`config.mk`:
```
export PLATFORM = sky130hd
export DESIGN_NAME = dbm_top
export DESIGN_NICKNAME = d
export VERILOG_FILES = /design/src/dbm_pkg.sv /design/src/dbm_bank_match.sv /design/src/dbm_top.sv
export SDC_FILE = /design/constraint.sdc
export NUM_CORES = 1
export LEC_CHECK = 0
export BUFFER_PORTS_ARGS = -buffer_cell sky130_fd_sc_hd__buf_2
export CAP_MARGIN = 10
export CORE_MARGIN = 8
export CORE_UTILIZATION = 58
export CTS_BUF_LIST = sky130_fd_sc_hd__clkbuf_16
export CTS_CLUSTER_DIAMETER = 50
export CTS_CLUSTER_SIZE = 28
export DETAILED_ROUTE_END_ITERATION = 12
export PLACE_DENSITY_LB_ADDON = 0.15
export SLEW_MARGIN = 20
export SYNTH_ARGS = -nofsm -noshare
export SYNTH_HDL_FRONTEND = slang
export SYNTH_SLANG_ARGS = --single-unit
```
`constraint.sdc`:
```
create_clock -name mclk_i -period 9.3 [get_ports mclk_i]
set_input_delay 1.86 -clock mclk_i [delete_from_list [all_inputs] [get_ports mclk_i]]
set_output_delay 1.86 -clock mclk_i [all_outputs]
set_load 0.05 [all_outputs]
```
`src/dbm_pkg.sv`:
```
// Purpose: constants for the DRAM bank map and split remap block
// Assumes: 16-bit registers on a plain strobe port, 100 MHz clock
// Notes: addresses in the map are counted in 128 KB units (A24..A17)
package dbm_pkg;
   // Register offsets
   localparam logic [15:0] DBM_OFS_CONFIG = 16'h3872;
   localparam logic [15:0] DBM_OFS_START_A = 16'h4872;
   localparam logic [15:0] DBM_OFS_START_B = 16'h5072;
   localparam logic [15:0] DBM_OFS_SPLIT = 16'h5872;
   localparam logic [15:0] DBM_OFS_STATUS = 16'h5874;
   // Reset values
   localparam logic [15:0] DBM_RST_CONFIG = 16'h0000;
   localparam logic [15:0] DBM_RST_START = 16'h0000;
   localparam logic [15:0] DBM_RST_SPLIT = 16'h0000;
   // Config field positions
   localparam int DBM_PG_BIT = 11;
   localparam int DBM_ILV_LSB = 8;
   localparam int DBM_SIZE_W = 2;
   // Split register field positions
   localparam int DBM_EN_LSB = 12;
   localparam int DBM_DRV_LSB = 10;
   localparam int DBM_SPAN_LSB = 8;
   localparam int DBM_DEST_LSB = 2;
   // Split register bits that store a value (bits 1:0 are ignored)
   localparam logic [15:0] DBM_SPLIT_MASK = 16'hfffc;
   typedef enum logic [2:0] {
      DBM_ILV_NONE = 3'h0,
      DBM_ILV_01 = 3'h1,
      DBM_ILV_23 = 3'h2,
      DBM_ILV_BOTH = 3'h3,
      DBM_ILV_FOUR = 3'h4
   } dbm_ilv_type;
   // Split window base 0A0000H and limits, in 64 KB units (A23..A16)
   localparam logic [7:0] DBM_SPLIT_BASE = 8'h0a;
   localparam logic [7:0] DBM_SPLIT_TOP_1 = 8'h0d;
   localparam logic [7:0] DBM_SPLIT_TOP_2 = 8'h0e;
   localparam logic [7:0] DBM_SPLIT_TOP_3 = 8'h0f;
   // Bank span per device size code, in 128 KB units
   localparam logic [8:0] DBM_SPAN_64K = 9'h001;
   localparam logic [8:0] DBM_SPAN_256K = 9'h004;
   localparam logic [8:0] DBM_SPAN_1M = 9'h010;
   localparam logic [8:0] DBM_SPAN_4M = 9'h040;
   // Page size code: log2 of page bytes minus 9
   localparam logic [1:0] DBM_PAGE_SHIFT_BASE = 2'h0;
endpackage

```
`src/dbm_bank_match.sv`:
```
// Purpose: one bank's address window compare
// Assumes: start is a multiple of the span (software keeps that)
// Notes: purely combinational
`timescale 1ns/100ps
`default_nettype none
module dbm_bank_match
(
   // Window
   input wire logic [7:0] start_i,
   input wire logic [8:0] span_i,
   input wire logic on_i,
   // Address
   input wire logic [7:0] addr_i,
   // Result
   output logic hit_o
);
   logic [8:0] off;
   // Span up to 256 units needs 9 bits so the top bank does not wrap
   assign off = {1'b0, addr_i} - {1'b0, start_i};
   assign hit_o = on_i && (addr_i >= start_i) && (off < span_i);
endmodule
`default_nettype wire

```
`src/dbm_top.sv`:
```
// Purpose: DRAM bank map, interleave steering and split remap
// Assumes: registers on a strobe port, read data one cycle later
// Notes: decodes one CPU address per cycle into a bank select
// How it works
// - Interleave field picks none, pair 0/1, pair 2/3, both pairs, four-way.
// - Page select off alternates banks per word, on alternates per page.
// - Each bank has a 2-bit device size code, reset 00.
// - Every bank keeps its own size code, densities may be mixed.
// - Size code gives bank size 128K..8M and page size 512..4096 bytes.
// - Interleaved span is twice or four times the single bank size.
// - Start addresses are 8-bit A24..A17 fields, two per register.
// - Split register bits 15..12 enable banks 3..0, reset off.
// - Bits 11:10 select address drive strength, reset full.
// - Bits 9:8 select no split or 256, 320, 384 KB relocation.
// - Bits 7:2 give split destination A24..A19 on 512 KB boundary.
// - Bits 1:0 of the split register are ignored.
// - Page select resets to non-page mode.
`timescale 1ns/100ps
`default_nettype none
module dbm_top
   import dbm_pkg::*;
(
   // Clock and reset
   input wire logic mclk_i,
   input wire logic rstn_i,
   // Register port
   input wire logic [15:0] reg_addr_i,
   input wire logic [15:0] reg_wdata_i,
   input wire logic reg_wr_i,
   input wire logic reg_rd_i,
   output logic [15:0] reg_rdata_o,
   // CPU address A24..A1 of the current access
   input wire logic [24:1] cpu_addr_i,
   input wire logic cpu_req_i,
   // Bank selection
   output logic [3:0] bank_sel_o,
   output logic bank_hit_o,
   output logic [24:1] dram_addr_o,
   output logic [1:0] address_drive_strength_o,
   output logic page_mode_select_o,
   output logic [3:0] page_shift_o
);
   import dbm_pkg::*;

   logic [15:0] config_r;
   logic [15:0] start_a_r;
   logic [15:0] start_b_r;
   logic [15:0] split_r;
   logic [15:0] rdata_r;
   logic [3:0] sel_r;
   logic hit_r;
   logic [24:1] daddr_r;
   logic [3:0] pshift_r;

   // size code to span in 128 KB units
   function automatic logic [8:0] span_of(input logic [1:0] code);
      case (code)
         2'h0: span_of = DBM_SPAN_64K;
         2'h1: span_of = DBM_SPAN_256K;
         2'h2: span_of = DBM_SPAN_1M;
         default: span_of = DBM_SPAN_4M;
      endcase
   endfunction

   // size code field of one bank
   function automatic logic [1:0] size_of(input logic [15:0] cfg,
                                          input int bank);
      size_of = cfg[bank*DBM_SIZE_W +: DBM_SIZE_W];
   endfunction

   // Register writes
   always_ff @(posedge mclk_i)
   begin
      if (!rstn_i)
      begin
         config_r <= DBM_RST_CONFIG;
         start_a_r <= DBM_RST_START;
         start_b_r <= DBM_RST_START;
         split_r <= DBM_RST_SPLIT;
      end
      else if (reg_wr_i)
      begin
         case (reg_addr_i)
            // each bank keeps its own code
            DBM_OFS_CONFIG: config_r <= reg_wdata_i;
            DBM_OFS_START_A: start_a_r <= reg_wdata_i;
            DBM_OFS_START_B: start_b_r <= reg_wdata_i;
            DBM_OFS_SPLIT: split_r <= reg_wdata_i & DBM_SPLIT_MASK;
            default: ;
         endcase
      end
   end

   dbm_ilv_type interleave_select;
   logic pg;
   logic [3:0] bank_on;
   logic [1:0] span_sel;
   logic [5:0] dest;
   logic [7:0] start [4];
   logic [8:0] span [4];
   logic [3:0] hit;

   assign interleave_select = dbm_ilv_type'(config_r[DBM_ILV_LSB +: 3]);
   assign pg = config_r[DBM_PG_BIT];
   assign bank_on = split_r[DBM_EN_LSB +: 4];
   assign span_sel = split_r[DBM_SPAN_LSB +: 2];
   assign dest = split_r[DBM_DEST_LSB +: 6];
   // bank 0 high byte of pair A, bank 2 low byte of pair B
   assign start[0] = start_a_r[15:8];
   assign start[1] = start_a_r[7:0];
   assign start[2] = start_b_r[7:0];
   assign start[3] = start_b_r[15:8];

   always_comb
   begin
      for (int b = 0; b < 4; b++)
         span[b] = span_of(size_of(config_r, b));
      case (interleave_select)
         DBM_ILV_01:
         begin
            span[0] = span[0] << 1;
            span[1] = span[1] << 1;
         end
         DBM_ILV_23:
         begin
            span[2] = span[2] << 1;
            span[3] = span[3] << 1;
         end
         DBM_ILV_BOTH:
         begin
            for (int b = 0; b < 4; b++)
               span[b] = span[b] << 1;
         end
         DBM_ILV_FOUR:
         begin
            for (int b = 0; b < 4; b++)
               span[b] = span[b] << 2;
         end
         default: ;
      endcase
   end

   // split relocation of the 0A0000H window
   logic [7:0] top64;
   logic in_split;
   logic [24:1] eff_addr;
   always_comb
   begin
      case (span_sel)
         2'h1: top64 = DBM_SPLIT_TOP_1;
         2'h2: top64 = DBM_SPLIT_TOP_2;
         default: top64 = DBM_SPLIT_TOP_3;
      endcase
      in_split = (span_sel != 2'h0) && (cpu_addr_i[24:20] == 5'h00)
                 && (cpu_addr_i[19:16] >= DBM_SPLIT_BASE[3:0])
                 && (cpu_addr_i[19:16] <= top64[3:0]);
      // Block offset from 0A0000H placed on a 512 KB destination
      eff_addr = cpu_addr_i;
      if (in_split)
         eff_addr = {dest, 18'h00000} +
                    {5'h00, cpu_addr_i[19:1] -
                     {DBM_SPLIT_BASE[3:0], 15'h0000}};
   end

   for (genvar g = 0; g < 4; g++)
   begin : g_match
      dbm_bank_match u_match
      (
         .start_i(start[g]),
         .span_i(span[g]),
         .on_i(bank_on[g]),
         .addr_i(eff_addr[24:17]),
         .hit_o(hit[g])
      );
   end

   // alternation bit: word bit A1 or the page bit above the page
   function automatic logic alt_bit(input logic [24:1] a,
                                    input logic [1:0] code,
                                    input logic page, input int step);
      logic [4:0] pos;
      pos = page ? 5'(9 + code + step) : 5'(1 + step);
      alt_bit = a[pos];
   endfunction

   logic [3:0] sel_nxt;
   logic [1:0] pcode;
   always_comb
   begin
      sel_nxt = 4'h0;
      pcode = size_of(config_r, 0);
      // Lowest hit wins; interleaved partners share a start so steer
      if (hit[0] || hit[1])
      begin
         pcode = hit[0] ? size_of(config_r, 0) : size_of(config_r, 1);
         if ((interleave_select == DBM_ILV_01 || interleave_select == DBM_ILV_BOTH) && hit[0] && hit[1])
            sel_nxt[alt_bit(eff_addr, pcode, pg, 0) ? 1 : 0] = 1'b1;
         else if (interleave_select == DBM_ILV_FOUR && hit[0])
            sel_nxt[{alt_bit(eff_addr, pcode, pg, 1),
                     alt_bit(eff_addr, pcode, pg, 0)}] = 1'b1;
         else
            sel_nxt = hit[0] ? 4'h1 : 4'h2;
      end
      else if (hit[2] || hit[3])
      begin
         pcode = hit[2] ? size_of(config_r, 2) : size_of(config_r, 3);
         if ((interleave_select == DBM_ILV_23 || interleave_select == DBM_ILV_BOTH) && hit[2] && hit[3])
            sel_nxt[alt_bit(eff_addr, pcode, pg, 0) ? 3 : 2] = 1'b1;
         else
            sel_nxt = hit[2] ? 4'h4 : 4'h8;
      end
      if (!cpu_req_i)
         sel_nxt = 4'h0;
   end

   // Registered decode result
   always_ff @(posedge mclk_i)
   begin
      if (!rstn_i)
      begin
         sel_r <= 4'h0;
         hit_r <= 1'b0;
         daddr_r <= '0;
         pshift_r <= 4'h0;
      end
      else
      begin
         sel_r <= sel_nxt;
         hit_r <= |sel_nxt;
         daddr_r <= eff_addr;
         // page size is 512 bytes times two to the code
         pshift_r <= 4'(9) + {2'h0, pcode};
      end
   end

   // Register reads, answered one cycle after the strobe
   always_ff @(posedge mclk_i)
   begin
      if (!rstn_i)
         rdata_r <= 16'h0000;
      else if (reg_rd_i)
      begin
         case (reg_addr_i)
            DBM_OFS_CONFIG: rdata_r <= config_r;
            DBM_OFS_START_A: rdata_r <= start_a_r;
            DBM_OFS_START_B: rdata_r <= start_b_r;
            DBM_OFS_SPLIT: rdata_r <= split_r;
            DBM_OFS_STATUS: rdata_r <= {11'h000, hit_r, sel_r};
            default: rdata_r <= 16'h0000;
         endcase
      end
      else
         rdata_r <= 16'h0000;
   end

   assign reg_rdata_o = rdata_r;
   assign bank_sel_o = sel_r;
   assign bank_hit_o = hit_r;
   assign dram_addr_o = daddr_r;
   // drive strength straight from the field
   assign address_drive_strength_o = split_r[DBM_DRV_LSB +: 2];
   assign page_mode_select_o = pg;
   assign page_shift_o = pshift_r;

   // Checks
   property p_onehot;
      @(posedge mclk_i) disable iff (!rstn_i)
      $onehot0(sel_r);
   endproperty
   a_onehot: assert property (p_onehot)
      else $error("more than one bank selected");

   property p_enabled;
      @(posedge mclk_i) disable iff (!rstn_i)
      |sel_nxt |=> |(sel_r & $past(bank_on));
   endproperty
   a_enabled: assert property (p_enabled)
      else $error("disabled bank selected");

   property p_split_low;
      @(posedge mclk_i) disable iff (!rstn_i)
      reg_wr_i && reg_addr_i == DBM_OFS_SPLIT |=> split_r[1:0] == 2'h0;
   endproperty
   a_split_low: assert property (p_split_low)
      else $error("ignored split bits stored");

   property p_drive;
      @(posedge mclk_i) disable iff (!rstn_i)
      reg_wr_i && reg_addr_i == DBM_OFS_SPLIT |=>
         address_drive_strength_o == $past(reg_wdata_i[11:10]);
   endproperty
   a_drive: assert property (p_drive)
      else $error("drive strength not updated");

   property p_reset;
      @(posedge mclk_i) !rstn_i |=> config_r == 16'h0000 && !pg;
   endproperty
   a_reset: assert property (p_reset)
      else $error("config not cleared by reset");

   property p_nosplit;
      @(posedge mclk_i) disable iff (!rstn_i)
      span_sel == 2'h0 |-> eff_addr == cpu_addr_i;
   endproperty
   a_nosplit: assert property (p_nosplit)
      else $error("remap without split size");

   property p_dest;
      @(posedge mclk_i) disable iff (!rstn_i)
      in_split && cpu_addr_i[19:17] == 3'h5 |-> eff_addr[24:19] == dest;
   endproperty
   a_dest: assert property (p_dest)
      else $error("split base not at destination");

   property p_span4;
      @(posedge mclk_i) disable iff (!rstn_i)
      interleave_select == DBM_ILV_FOUR && config_r[1:0] == 2'h3 |-> span[0] == 9'h100;
   endproperty
   a_span4: assert property (p_span4)
      else $error("four-way span wrong");

   property p_size;
      @(posedge mclk_i) disable iff (!rstn_i)
      interleave_select == DBM_ILV_NONE && config_r[7:6] == 2'h2 |-> span[3] == 9'h010;
   endproperty
   a_size: assert property (p_size)
      else $error("bank size wrong");

   c_hit: cover property (@(posedge mclk_i) disable iff (!rstn_i) hit_r);
   c_pair: cover property (@(posedge mclk_i) disable iff (!rstn_i)
      interleave_select == DBM_ILV_01 && sel_r[1]);
   c_four: cover property (@(posedge mclk_i) disable iff (!rstn_i)
      interleave_select == DBM_ILV_FOUR && sel_r[3]);
   c_split: cover property (@(posedge mclk_i) disable iff (!rstn_i)
      in_split && |sel_nxt);
endmodule
`default_nettype wire

```
==> results of run 1 <==
path summary, 6_finish.rpt:
kind	slack [ns]	from	to	cells past startpoint
setup / recovery	0.96	cpu_addr_i[23]	bank_hit_o$_SDFF_PN0_	30
setup reg to reg	2.30	split_r[9]$_SDFFE_PN0P_	bank_hit_o$_SDFF_PN0_	31
hold / removal	0.46	config_r[12]$_SDFFE_PN0P_	config_r[12]$_SDFFE_PN0P_	2
hold reg to reg	0.46	config_r[12]$_SDFFE_PN0P_	config_r[12]$_SDFFE_PN0P_	2
per-layer routing:
metal	track usage	routed length, µm	up-vias
met5	0	0	-
met4	0.129	820	0
met3	0.0570	1830	56
met2	0.430	10100	300
met1	0.324	8860	3147
li1	-	-	3392
flip-flops by register name (all words and copies together) (netlist names):
register	cells
start_a_r	16
split_r	14
config_r	16
start_b_r	16
dram_addr_o	24
bank_sel_o	4
page_shift_o	4
bank_hit_o	1
reg_rdata_o	16
cells by family after synthesis:
family | after synthesis | share of synthesized area
and+or+nand+nor | 356 | 0.235
AOI/OAI and AO/OA | 229 | 0.205
DFF | 111 | 0.307
buffers and inverters | 96 | 0.0518
adders and majority gates | 77 | 0.137
xor gates and xnor gates | 27 | 0.0327
muxes | 19 | 0.0308
cell type report:
class / instances / area (µm²) / share of cell area
Timing Repair Buffer: 122 / 636 / 0.0771
Clock inverter: 7 / 95.1 / 0.0115
Multi-Input combinational cell: 708 / 4650 / 0.564
Tap cell: 172 / 215 / 0.0261
Sequential cell: 111 / 2220 / 0.270
Inverter: 53 / 199 / 0.0241
Clock buffer: 9 / 225 / 0.0273
worst max-delay path: cells and delay by family:
family / cells / cell delay (ns)
buf+inv: 2 / 0.21
fa+ha+maj: 4 / 1.47
mux: 3 / 0.77
compound gates: 9 / 1.76
simple gates: 11 / 2.22
xor+xnor: 1 / 0.26
cell usage after synthesis (all sizes together) (4+ instances only):
cell type  count  area share
a21o          26       0.027
a21oi        103       0.071
a222oi        13       0.018
a22oi          7      0.0073
a31oi          6      0.0052
and2          27       0.023
clkbuf        40       0.021
dfxtp        111        0.31
fa             4       0.011
ha            73        0.13
inv           53       0.027
mux2i         14       0.020
nand2        183       0.095
nand2b        18       0.016
nand3         15       0.010
nand4         12       0.010
nor2          37       0.019
nor2b         22       0.019
nor3          10      0.0076
o211ai         6      0.0081
o21a           8      0.0083
o21ai         29       0.020
or2            5      0.0043
xnor2         16       0.019
xor2          11       0.013
stage by stage:
step | utilization | setup WS (ns) | instances | power [mW] | instance area [µm²]
global route | 0.664 | 0.450 | 1182 | 1.10 | 8240
floorplan | - | 1.04 | 915 | 0.599 | 7240
CTS | 0.664 | 0.988 | 1182 | 1.06 | 8240
global placement | 0.638 | 0.879 | 1166 | 0.646 | 7920
finish | 0.664 | 0.959 | 1182 | 1.06 | 8240
detailed placement | 0.638 | 0.725 | 1166 | 0.648 | 7920
power groups by stage:
| stage | sequential (mW) | clock (mW) | combinational (mW) |
|---|---|---|---|
| after floorplan | 0.515 | 0 | 0.0845 |
| after global placement | 0.493 | 0 | 0.153 |
| after detailed placement | 0.493 | 0 | 0.154 |
| after CTS | 0.482 | 0.423 | 0.156 |
| after global routing | 0.483 | 0.442 | 0.173 |
| final | 0.482 | 0.421 | 0.157 |
layout by cell type (no fill, tap or decap), types with 4 or more instances in the layout:
cell type / Yosys / final
a21oi_1: 103 / 103
nand2_1: 183 / 183
mux2i_1: 13 / 13
nand3_1: 15 / 15
nor2b_1: 22 / 22
ha_1: 73 / 73
nor2_1: 37 / 37
o21ai_0: 25 / 25
o21ai_1: 4 / 4
clkbuf_16: 0 / 9
nand4_1: 12 / 12
xor2_1: 11 / 11
o211ai_1: 5 / 5
a21o_1: 26 / 26
nand2b_1: 18 / 18
dfxtp_1: 111 / 111
a222oi_1: 13 / 13
xnor2_1: 16 / 16
nor3_1: 9 / 8
o21a_1: 8 / 8
a22oi_1: 7 / 7
buf_2: 0 / 112
or2_2: 4 / 4
a31oi_1: 6 / 6
inv_1: 52 / 53
buf_4: 2 / 10
fa_1: 4 / 4
and2_1: 24 / 24
==> summary.txt, run 1 <==
status: finished, final reports clean
Layout Nets: 1143
row count: 41
TritonRoute pass-1 iters: 6
Pint: 779 µW
vias per cell: 5.83
Fin. Hold Viols: 0
final clock skew: 0.00669 ns
TritonCTS clock tree: done
Worst-Margin Slew: 1.13 ns
P_sw: 281 µW
Die X: 128 µm
# fillers: 1096
PortBufs: 112
DR iter-0 viols: 638
later-pin clock latency in the skew report: 0.35 ns
top_reg_cell synth: dfxtp_1
leakage: 3.36 nW
initial antenna violation count: 0
Post-synth EDFFs: 0
starting density of the core: 0.583
slowest cell on the critical path: or4_1
Seq/Total Area, Yosys: 0.307
Max-cap violations: 0
Worst setup SP type: input pin
setup tns final: 0 ns
Via Count: 6895
biggest cell delay along the critical path: 0.53 ns
postcts setup bufs: 0
Layout area overhead: 13.8%
die span in y: 128 µm
core area: 12400 µm²
total global routing overflow: 0
WHS: 0.459 ns
P per Cell Area: 129 nW/µm²
#FFs+latches synth: 111
VDD IR max: 0.102 mV
Mapped Nets: 1053
clk root buf: clkbuf_16
total track usage: 0.264
drc violations: 0
Max-slew headroom: 0.249
clk slew on worst S/H paths: 0.08 ns
Post-DP HPWL: 16.0 mm
Mapped Cells: 915
Yosys cell types: 71
switch share: 0.265
n_diodes: 0
Worst Hold Class: reg2reg
drt wl/cell: 18.3 µm
largest net degree at the start of global routing: 53
syn avg cell area: 7.91 µm²
fraction of layout cells with a size suffix above 1: 0.158
RSZ-0062 raised after global routing: false
final count of negative-setup-slack endpoints: 0
Clock Power Share: 0.398
Comb pwr share: 0.148
Mapped Area: 7240 µm²
H-tree Lvls: 3
Critical Path RT: 9.55 ns
WL final: 21.6 mm
CTS sink count: 111
ANT nets after route: 0
CTS Buf Count: 9
sequential share of power: 0.455
vias in the first global route: 6409
Async S/R FF share, synth: 0
die area: 16300 µm²
CP max FO: 10
crit path time final: 8.34 ns
Final Slew Violations: 0
Post-CTS Hold Fix Bufs: 0
Setup crit end kind: flip-flop
Synth Warn #: 0
CTS max path bufs: 2
post-CTS resize count: 0
final period utilization: 0.897
kind of critical path: in2reg
global-route wire length before repair: 33.9 mm
maximum clock rate: 120 MHz
RePlAce Congestion: 0.959
Arrival @ worst endpoint: 8.59 ns
Ports: 113
No activity file was read; power rests on OpenSTA's default activity.
==> inputs of run 2 (changes only) <==
--- a/config.mk
+++ b/config.mk
@@ -8,13 +8,12 @@
 export BUFFER_PORTS_ARGS = -buffer_cell sky130_fd_sc_hd__buf_2
 export CAP_MARGIN = 10
 export CORE_MARGIN = 8
-export CORE_UTILIZATION = 58
+export CORE_UTILIZATION = 52
 export CTS_BUF_LIST = sky130_fd_sc_hd__clkbuf_16
 export CTS_CLUSTER_DIAMETER = 50
 export CTS_CLUSTER_SIZE = 28
 export DETAILED_ROUTE_END_ITERATION = 12
-export PLACE_DENSITY_LB_ADDON = 0.15
-export SLEW_MARGIN = 20
+export PLACE_DENSITY = 0.86
 export SYNTH_ARGS = -nofsm -noshare
 export SYNTH_HDL_FRONTEND = slang
 export SYNTH_SLANG_ARGS = --single-unit
==> constraint.sdc (replaced) <==
create_clock -name mclk_i -period 6.8 [get_ports mclk_i]
set_input_delay 1.36 -clock mclk_i [delete_from_list [all_inputs] [get_ports mclk_i]]
set_output_delay 1.36 -clock mclk_i [all_outputs]
set_load 0.05 [all_outputs]
==> run 2 against run 1 <==
Against the previous run:
- sequential power increased by 37%
- wire length increased by 11%
- global-route usage decreased by 0.63 points
- combinational power increased by 58%
- first-iteration DRC count increased by 31%
- register-to-register slack got worse by 1.5 ns
- worst hold slack about the same
- clock skew increased by 0.0046 ns
- critical path type unchanged
- critical endpoint unchanged
- largest power group unchanged
==> summary.txt, run 2 (same netlist as run 1, synthesis figures left out) <==
status: finished, final reports clean
RSZ-0062 raised after global routing: true
biggest cell delay along the critical path: 0.54 ns (about the same)
ANT nets after route: 0 (unchanged)
Final Slew Violations: 0 (unchanged)
Arrival @ worst endpoint: 7.00 ns (-1.59 ns)
CTS Buf Count: 9 (unchanged)
slowest cell on the critical path: or4_4
WL final: 23.9 mm (+11%)
die span in y: 134 µm (+4.9%)
VDD IR max: 0.109 mV (+7.2%)
fraction of layout cells with a size suffix above 1: 0.228 (+0.0698)
P per Cell Area: 159 nW/µm² (+24%)
starting density of the core: 0.528 (-0.0555)
n_diodes: 0 (unchanged)
Ports: 113 (unchanged)
final period utilization: 0.993
Layout area overhead: 22.6%
H-tree Lvls: 3 (unchanged)
clk slew on worst S/H paths: 0.07 ns (about the same)
global-route wire length before repair: 36.9 mm (+9.0%)
leakage: 3.67 nW (+9.2%)
vias in the first global route: 7286 (+14%)
hold path depth: 2 (unchanged)
Post-CTS Hold Fix Bufs: 0 (unchanged)
WHS: 0.459 ns (+0.0000100 ns)
commonest non-fill, non-tap cell in the layout: nand2_1
Hold EP: config_r[12]$_SDFFE_PN0P_
Via Count: 7530 (+9.2%)
total track usage: 0.258 (-0.00633)
later-pin clock latency in the skew report: 0.37 ns (+0.02 ns)
Max-slew headroom: 0.101 (-0.148)
reg-to-reg endpoint: bank_hit_o$_SDFF_PN0_
Post-DP HPWL: 17.7 mm (+10%)
HP Start: config_r[12]$_SDFFE_PN0P_
Reg2Reg Launch Point: split_r[8]$_SDFFE_PN0P_
Critical Path Source: cpu_addr_i[23]
Die X: 134 µm (+4.9%)
DR iter-0 viols: 837 (+31%)
kind of critical path: in2reg
vias per cell: 5.99 (+2.6%)
Worst Hold Class: reg2reg
FF-to-FF setup slack: 0.77 ns (-1.53 ns)
row count: 43 (+4.9%)
CP max FO: 4 (-6)
RePlAce Congestion: 0.980 (+2.1%)
Fin. Hold Viols: 0 (unchanged)
Layout Nets: 1211 (+5.9%)
Critical Path RT: 7.05 ns (-2.50 ns)
Most Frequent Cell on Critical Path: a21o_1
final count of negative-setup-slack endpoints: 0 (unchanged)
Setup crit end kind: flip-flop
final clock skew: 0.0113 ns (+0.00463 ns)
maximum clock rate: 148 MHz
Largest register FFs: 24 (unchanged)
drt wl/cell: 19.0 µm (+4.1%)
total global routing overflow: 0 (unchanged)
reg2reg path depth: 30 (-3.2%)
Worst-Margin Slew: 1.34 ns (+0.217 ns)
die area: 18000 µm² (+10%)
CTS max path bufs: 2 (unchanged)
TritonRoute pass-1 iters: 5 (-1)
largest net degree at the start of global routing: 69 (+30%)
TritonCTS clock tree: done
most frequent cells in the layout: nand2_1 (183), dfxtp_1 (111), buf_2 (110)
setup tns final: 0 ns (unchanged)
drc violations: 0 (unchanged)
crit path time final: 6.75 ns
core area: 13700 µm² (+11%)
Max-cap violations: 0 (unchanged)
clk root buf: clkbuf_16
Worst setup SP type: input pin
PortBufs: 112 (unchanged)
CTS sink count: 111 (unchanged)
initial antenna violation count: 1 (+1)
[run 2: repair_timing]
item                                    CTS  global route
resized for setup                         2            17
setup buffers                             3             2
gates cloned                              0             0
pin swaps                                 2             7
endpoints found under the setup margin    1             5
[run 2: worst max path at each step]
stage / endpoint / slack (ns) / cells after the start
after floorplan: bank_hit_o$_SDFF_PN0_ / -0.28 / 28
after global placement: bank_hit_o$_SDFF_PN0_ / -0.22 / 26
after detailed placement: bank_hit_o$_SDFF_PN0_ / -0.47 / 30
after CTS: bank_hit_o$_SDFF_PN0_ / 0.05 / 29
after global routing: bank_hit_o$_SDFF_PN0_ / -0.22 / 30
final: bank_hit_o$_SDFF_PN0_ / 0.05 / 29
[run 2: layer usage]
layer / up-vias / GRT usage / part of all wire
met4: 2 / 0.130 / 0.041
met3: 82 / 0.0617 / 0.10
met1: 3493 / 0.303 / 0.37
met2: 442 / 0.429 / 0.49
met5: - / 0 / 0.00050
li1: 3511 / - / -
[run 2: layout make-up]
class | count | area (µm²)
Multi-Input combinational cell | 708 | 4790
Timing Repair Buffer | 190 | 1170
Fill cell | 1142 | 4840
Clock buffer | 9 | 225
Tap cell | 180 | 225
Clock inverter | 7 | 46.3
Inverter | 53 | 199
Sequential cell | 111 | 2220
[run 2: stage by stage]
stage / instances / power (mW) / cell area (µm²) / setup slack (ns) / util
3_3_place_gp: 1237 / 0.906 / 8490 / -0.218 / 0.619
2_1_floorplan: 915 / 0.822 / 7340 / -0.281 / -
6_report: 1258 / 1.41 / 8880 / 0.0476 / 0.647
3_5_place_dp: 1237 / 0.912 / 8490 / -0.474 / 0.619
5_1_grt: 1258 / 1.46 / 8880 / -0.222 / 0.647
4_1_cts: 1256 / 1.41 / 8780 / 0.0533 / 0.640
[run 2: worst max-delay path: cells and delay by family]
family,cells,cell delay [ns]
AOI/OAI and AO/OA,12,2.34
and+or+nand+nor,7,1.57
adders and majority gates,3,0.73
buffers and inverters,4,0.50
muxes,2,0.35
xor gates and xnor gates,1,0.14
[run 2: power by group]
part           leakage [nW]  switching [mW]  internal, mW  total, mW
logic                  2.63           0.143         0.105      0.248
registers             0.901         0.00177         0.658      0.659
clock network         0.140           0.255         0.250      0.505
total                  3.67           0.400          1.01       1.41
==> inputs of run 3 (changes only) <==
--- a/config.mk
+++ b/config.mk
@@ -7,13 +7,15 @@
 export LEC_CHECK = 0
 export BUFFER_PORTS_ARGS = -buffer_cell sky130_fd_sc_hd__buf_2
 export CAP_MARGIN = 10
+export CELL_PAD_IN_SITES_DETAIL_PLACEMENT = 0
+export CELL_PAD_IN_SITES_GLOBAL_PLACEMENT = 2
 export CORE_MARGIN = 8
-export CORE_UTILIZATION = 52
+export CORE_UTILIZATION = 30
 export CTS_BUF_LIST = sky130_fd_sc_hd__clkbuf_16
 export CTS_CLUSTER_DIAMETER = 50
 export CTS_CLUSTER_SIZE = 28
 export DETAILED_ROUTE_END_ITERATION = 12
-export PLACE_DENSITY = 0.86
+export PLACE_DENSITY = 0.85
 export SYNTH_ARGS = -nofsm -noshare
 export SYNTH_HDL_FRONTEND = slang
 export SYNTH_SLANG_ARGS = --single-unit
==> run 3 against run 2 <==
Against the previous run:
- the flow now finishes with violations (setup timing)
- core utilization down 27 points
- sequential power about the same
- cell count up 11%
- non-clock buffer count down 3
- global-route usage down 8.1 points
- clock power up 1%
- maximum frequency down 0.80%
- worst hold slack better by 0.00053 ns
==> summary.txt, run 3 (same netlist as run 1, synthesis figures left out) <==
status: finished with violations
failing checks: setup timing
Largest register FFs: 24 (unchanged)
Worst setup SP type: input pin
Fin. Hold Viols: 0 (unchanged)
starting density of the core: 0.301 (-0.227)
Via Count: 7063 (-6.2%)
final count of negative-setup-slack endpoints: 1 (+1)
drt wl/cell: 18.7 µm (-1.7%)
Max-slew headroom: 0.182 (+0.0810)
CTS sink count: 111 (unchanged)
DR iter-0 viols: 470 (-44%)
RSZ-0062 raised after global routing: true
vias in the first global route: 6845 (-6.1%)
RePlAce Congestion: 0.933 (-4.8%)
ANT nets after route: 0 (unchanged)
largest net degree at the start of global routing: 65 (-5.8%)
clk slew on worst S/H paths: 0.08 ns (about the same)
row count: 57 (+33%)
Most Frequent Cell on Critical Path: a21o_1
Die X: 171 µm (+28%)
Post-CTS Hold Fix Bufs: 0 (unchanged)
CTS max path bufs: 2 (unchanged)
Cell Area, Placed: 8630 µm² (+1.7%)
P per Cell Area: 156 nW/µm² (-2.0%)
slowest cell on the critical path: or4_4
WHS: 0.460 ns (+0.000532 ns)
fraction of layout cells with a size suffix above 1: 0.227 (-0.00122)
Post-DP HPWL: 20.4 mm (+15%)
kind of critical path: in2reg
Final Slew Violations: 0 (unchanged)
reg2reg path depth: 30 (unchanged)
clk root buf: clkbuf_16
TritonCTS clock tree: done
drc violations: 0 (unchanged)
initial antenna violation count: 0 (-1)
n_diodes: 0 (unchanged)
final setup margin: -0.00688 ns (-0.0545 ns)
core area: 24000 µm² (+75%)
CTS Buf Count: 9 (unchanged)
global-route wire length before repair: 39.9 mm (+8.0%)
commonest non-fill, non-tap cell in the layout: nand2_1
die area: 29400 µm² (+64%)
final period utilization: 1.00 (+0.00802)
WP depth: 29 (unchanged)
crit path time final: 6.81 ns (+0.0545 ns)
CP top delay family: compound AO/OA/AOI/OAI gates
Buf+Inv Stages, Crit Path: 3 (-1)
Setup crit end kind: flip-flop
TritonRoute pass-1 iters: 5 (unchanged)
Layout area overhead: 25.0%
VDD IR max: 0.104 mV (-5.4%)
Worst-Margin Slew: 1.23 ns (-0.117 ns)
Arrival @ worst endpoint: 7.05 ns (+0.05 ns)
final clock skew: 0.0133 ns (+0.00201 ns)
Worst Hold Class: reg2reg
Layout Utilization: 0.377 (-0.270)
total global routing overflow: 0 (unchanged)
die span in y: 171 µm (+28%)
total track usage: 0.177 (-0.0809)
CP max FO: 4 (unchanged)
hold path depth: 2 (unchanged)
WL final: 26.2 mm (+9.3%)
FF-to-FF setup slack: 0.86 ns (+0.09 ns)
post-route cell area: 9050 µm² (+2.0%)
biggest cell delay along the critical path: 0.56 ns (+0.02 ns)
PortBufs: 112 (unchanged)
vias per cell: 5.05 (-16%)
Ports: 113 (unchanged)
# fillers: 2562 (+120%)
later-pin clock latency in the skew report: 0.36 ns (about the same)
Max-cap violations: 0 (unchanged)
Critical Path RT: 7.04 ns (about the same)
most frequent cells in the layout: nand2_1 (183), buf_2 (112), dfxtp_1 (111)
maximum clock rate: 147 MHz (-0.80%)
H-tree Lvls: 3 (unchanged)
leakage: 3.66 nW (-0.34%)
Layout Nets: 1208 (-0.25%)
-- run 3: cell type report --
class | count | area [µm²] | area share
clock buffers | 9 | 225 | 0.0249
clock inverters | 7 | 48.8 | 0.00539
inverters | 53 | 201 | 0.0222
flip-flops and latches | 111 | 2220 | 0.245
well taps | 324 | 405 | 0.0448
multi-input cells | 708 | 4830 | 0.533
repair buffers | 187 | 1120 | 0.124
-- run 3: worst min-delay path: stages, from the launching register on --
cell and delay (ns):
dfxtp_1 0.31, nand2_1 0.05, a21oi_1 0.05
-- run 3: path summary, 6_finish.rpt --
kind | start | to
worst min register to register | config_r[15]$_SDFFE_PN0P_ | config_r[15]$_SDFFE_PN0P_
worst min-delay path | config_r[15]$_SDFFE_PN0P_ | config_r[15]$_SDFFE_PN0P_
worst max register to register | split_r[8]$_SDFFE_PN0P_ | bank_hit_o$_SDFF_PN0_
worst max-delay path | cpu_addr_i[24] | bank_hit_o$_SDFF_PN0_
-- run 3: timing repair --
action,4_1_cts,5_1_grt
pin swaps,3,14
gates resized for setup,2,16
endpoints found under the setup margin,2,5
setup buffers,1,7
-- run 3: power by group --
| group | internal [mW] | switching (mW) | total (mW) |
|---|---|---|---|
| sequential | 0.657 | 0.00163 | 0.659 |
| combinational | 0.101 | 0.141 | 0.242 |
| clock | 0.250 | 0.260 | 0.510 |
-- run 3: layer usage --
metal | vias up | track usage | part of all wire
met5 | - | 0 | 0
met3 | 23 | 0.0186 | 0.039
li1 | 3504 | - | -
met1 | 3381 | 0.228 | 0.45
met4 | 0 | 0.0454 | 0.018
met2 | 155 | 0.310 | 0.50
-- run 3: metrics by stage --
stage	power, mW	setup slack, ns	std cells	setup TNS, ns
after floorplan	0.822	-0.281	915	-0.291
after global placement	0.911	-0.285	1375	-0.664
after CTS	1.42	0.0394	1392	0
final	1.41	-0.00688	1399	-0.00688
after detailed placement	0.912	-0.502	1375	-1.56
after global routing	1.48	-0.222	1399	-0.370
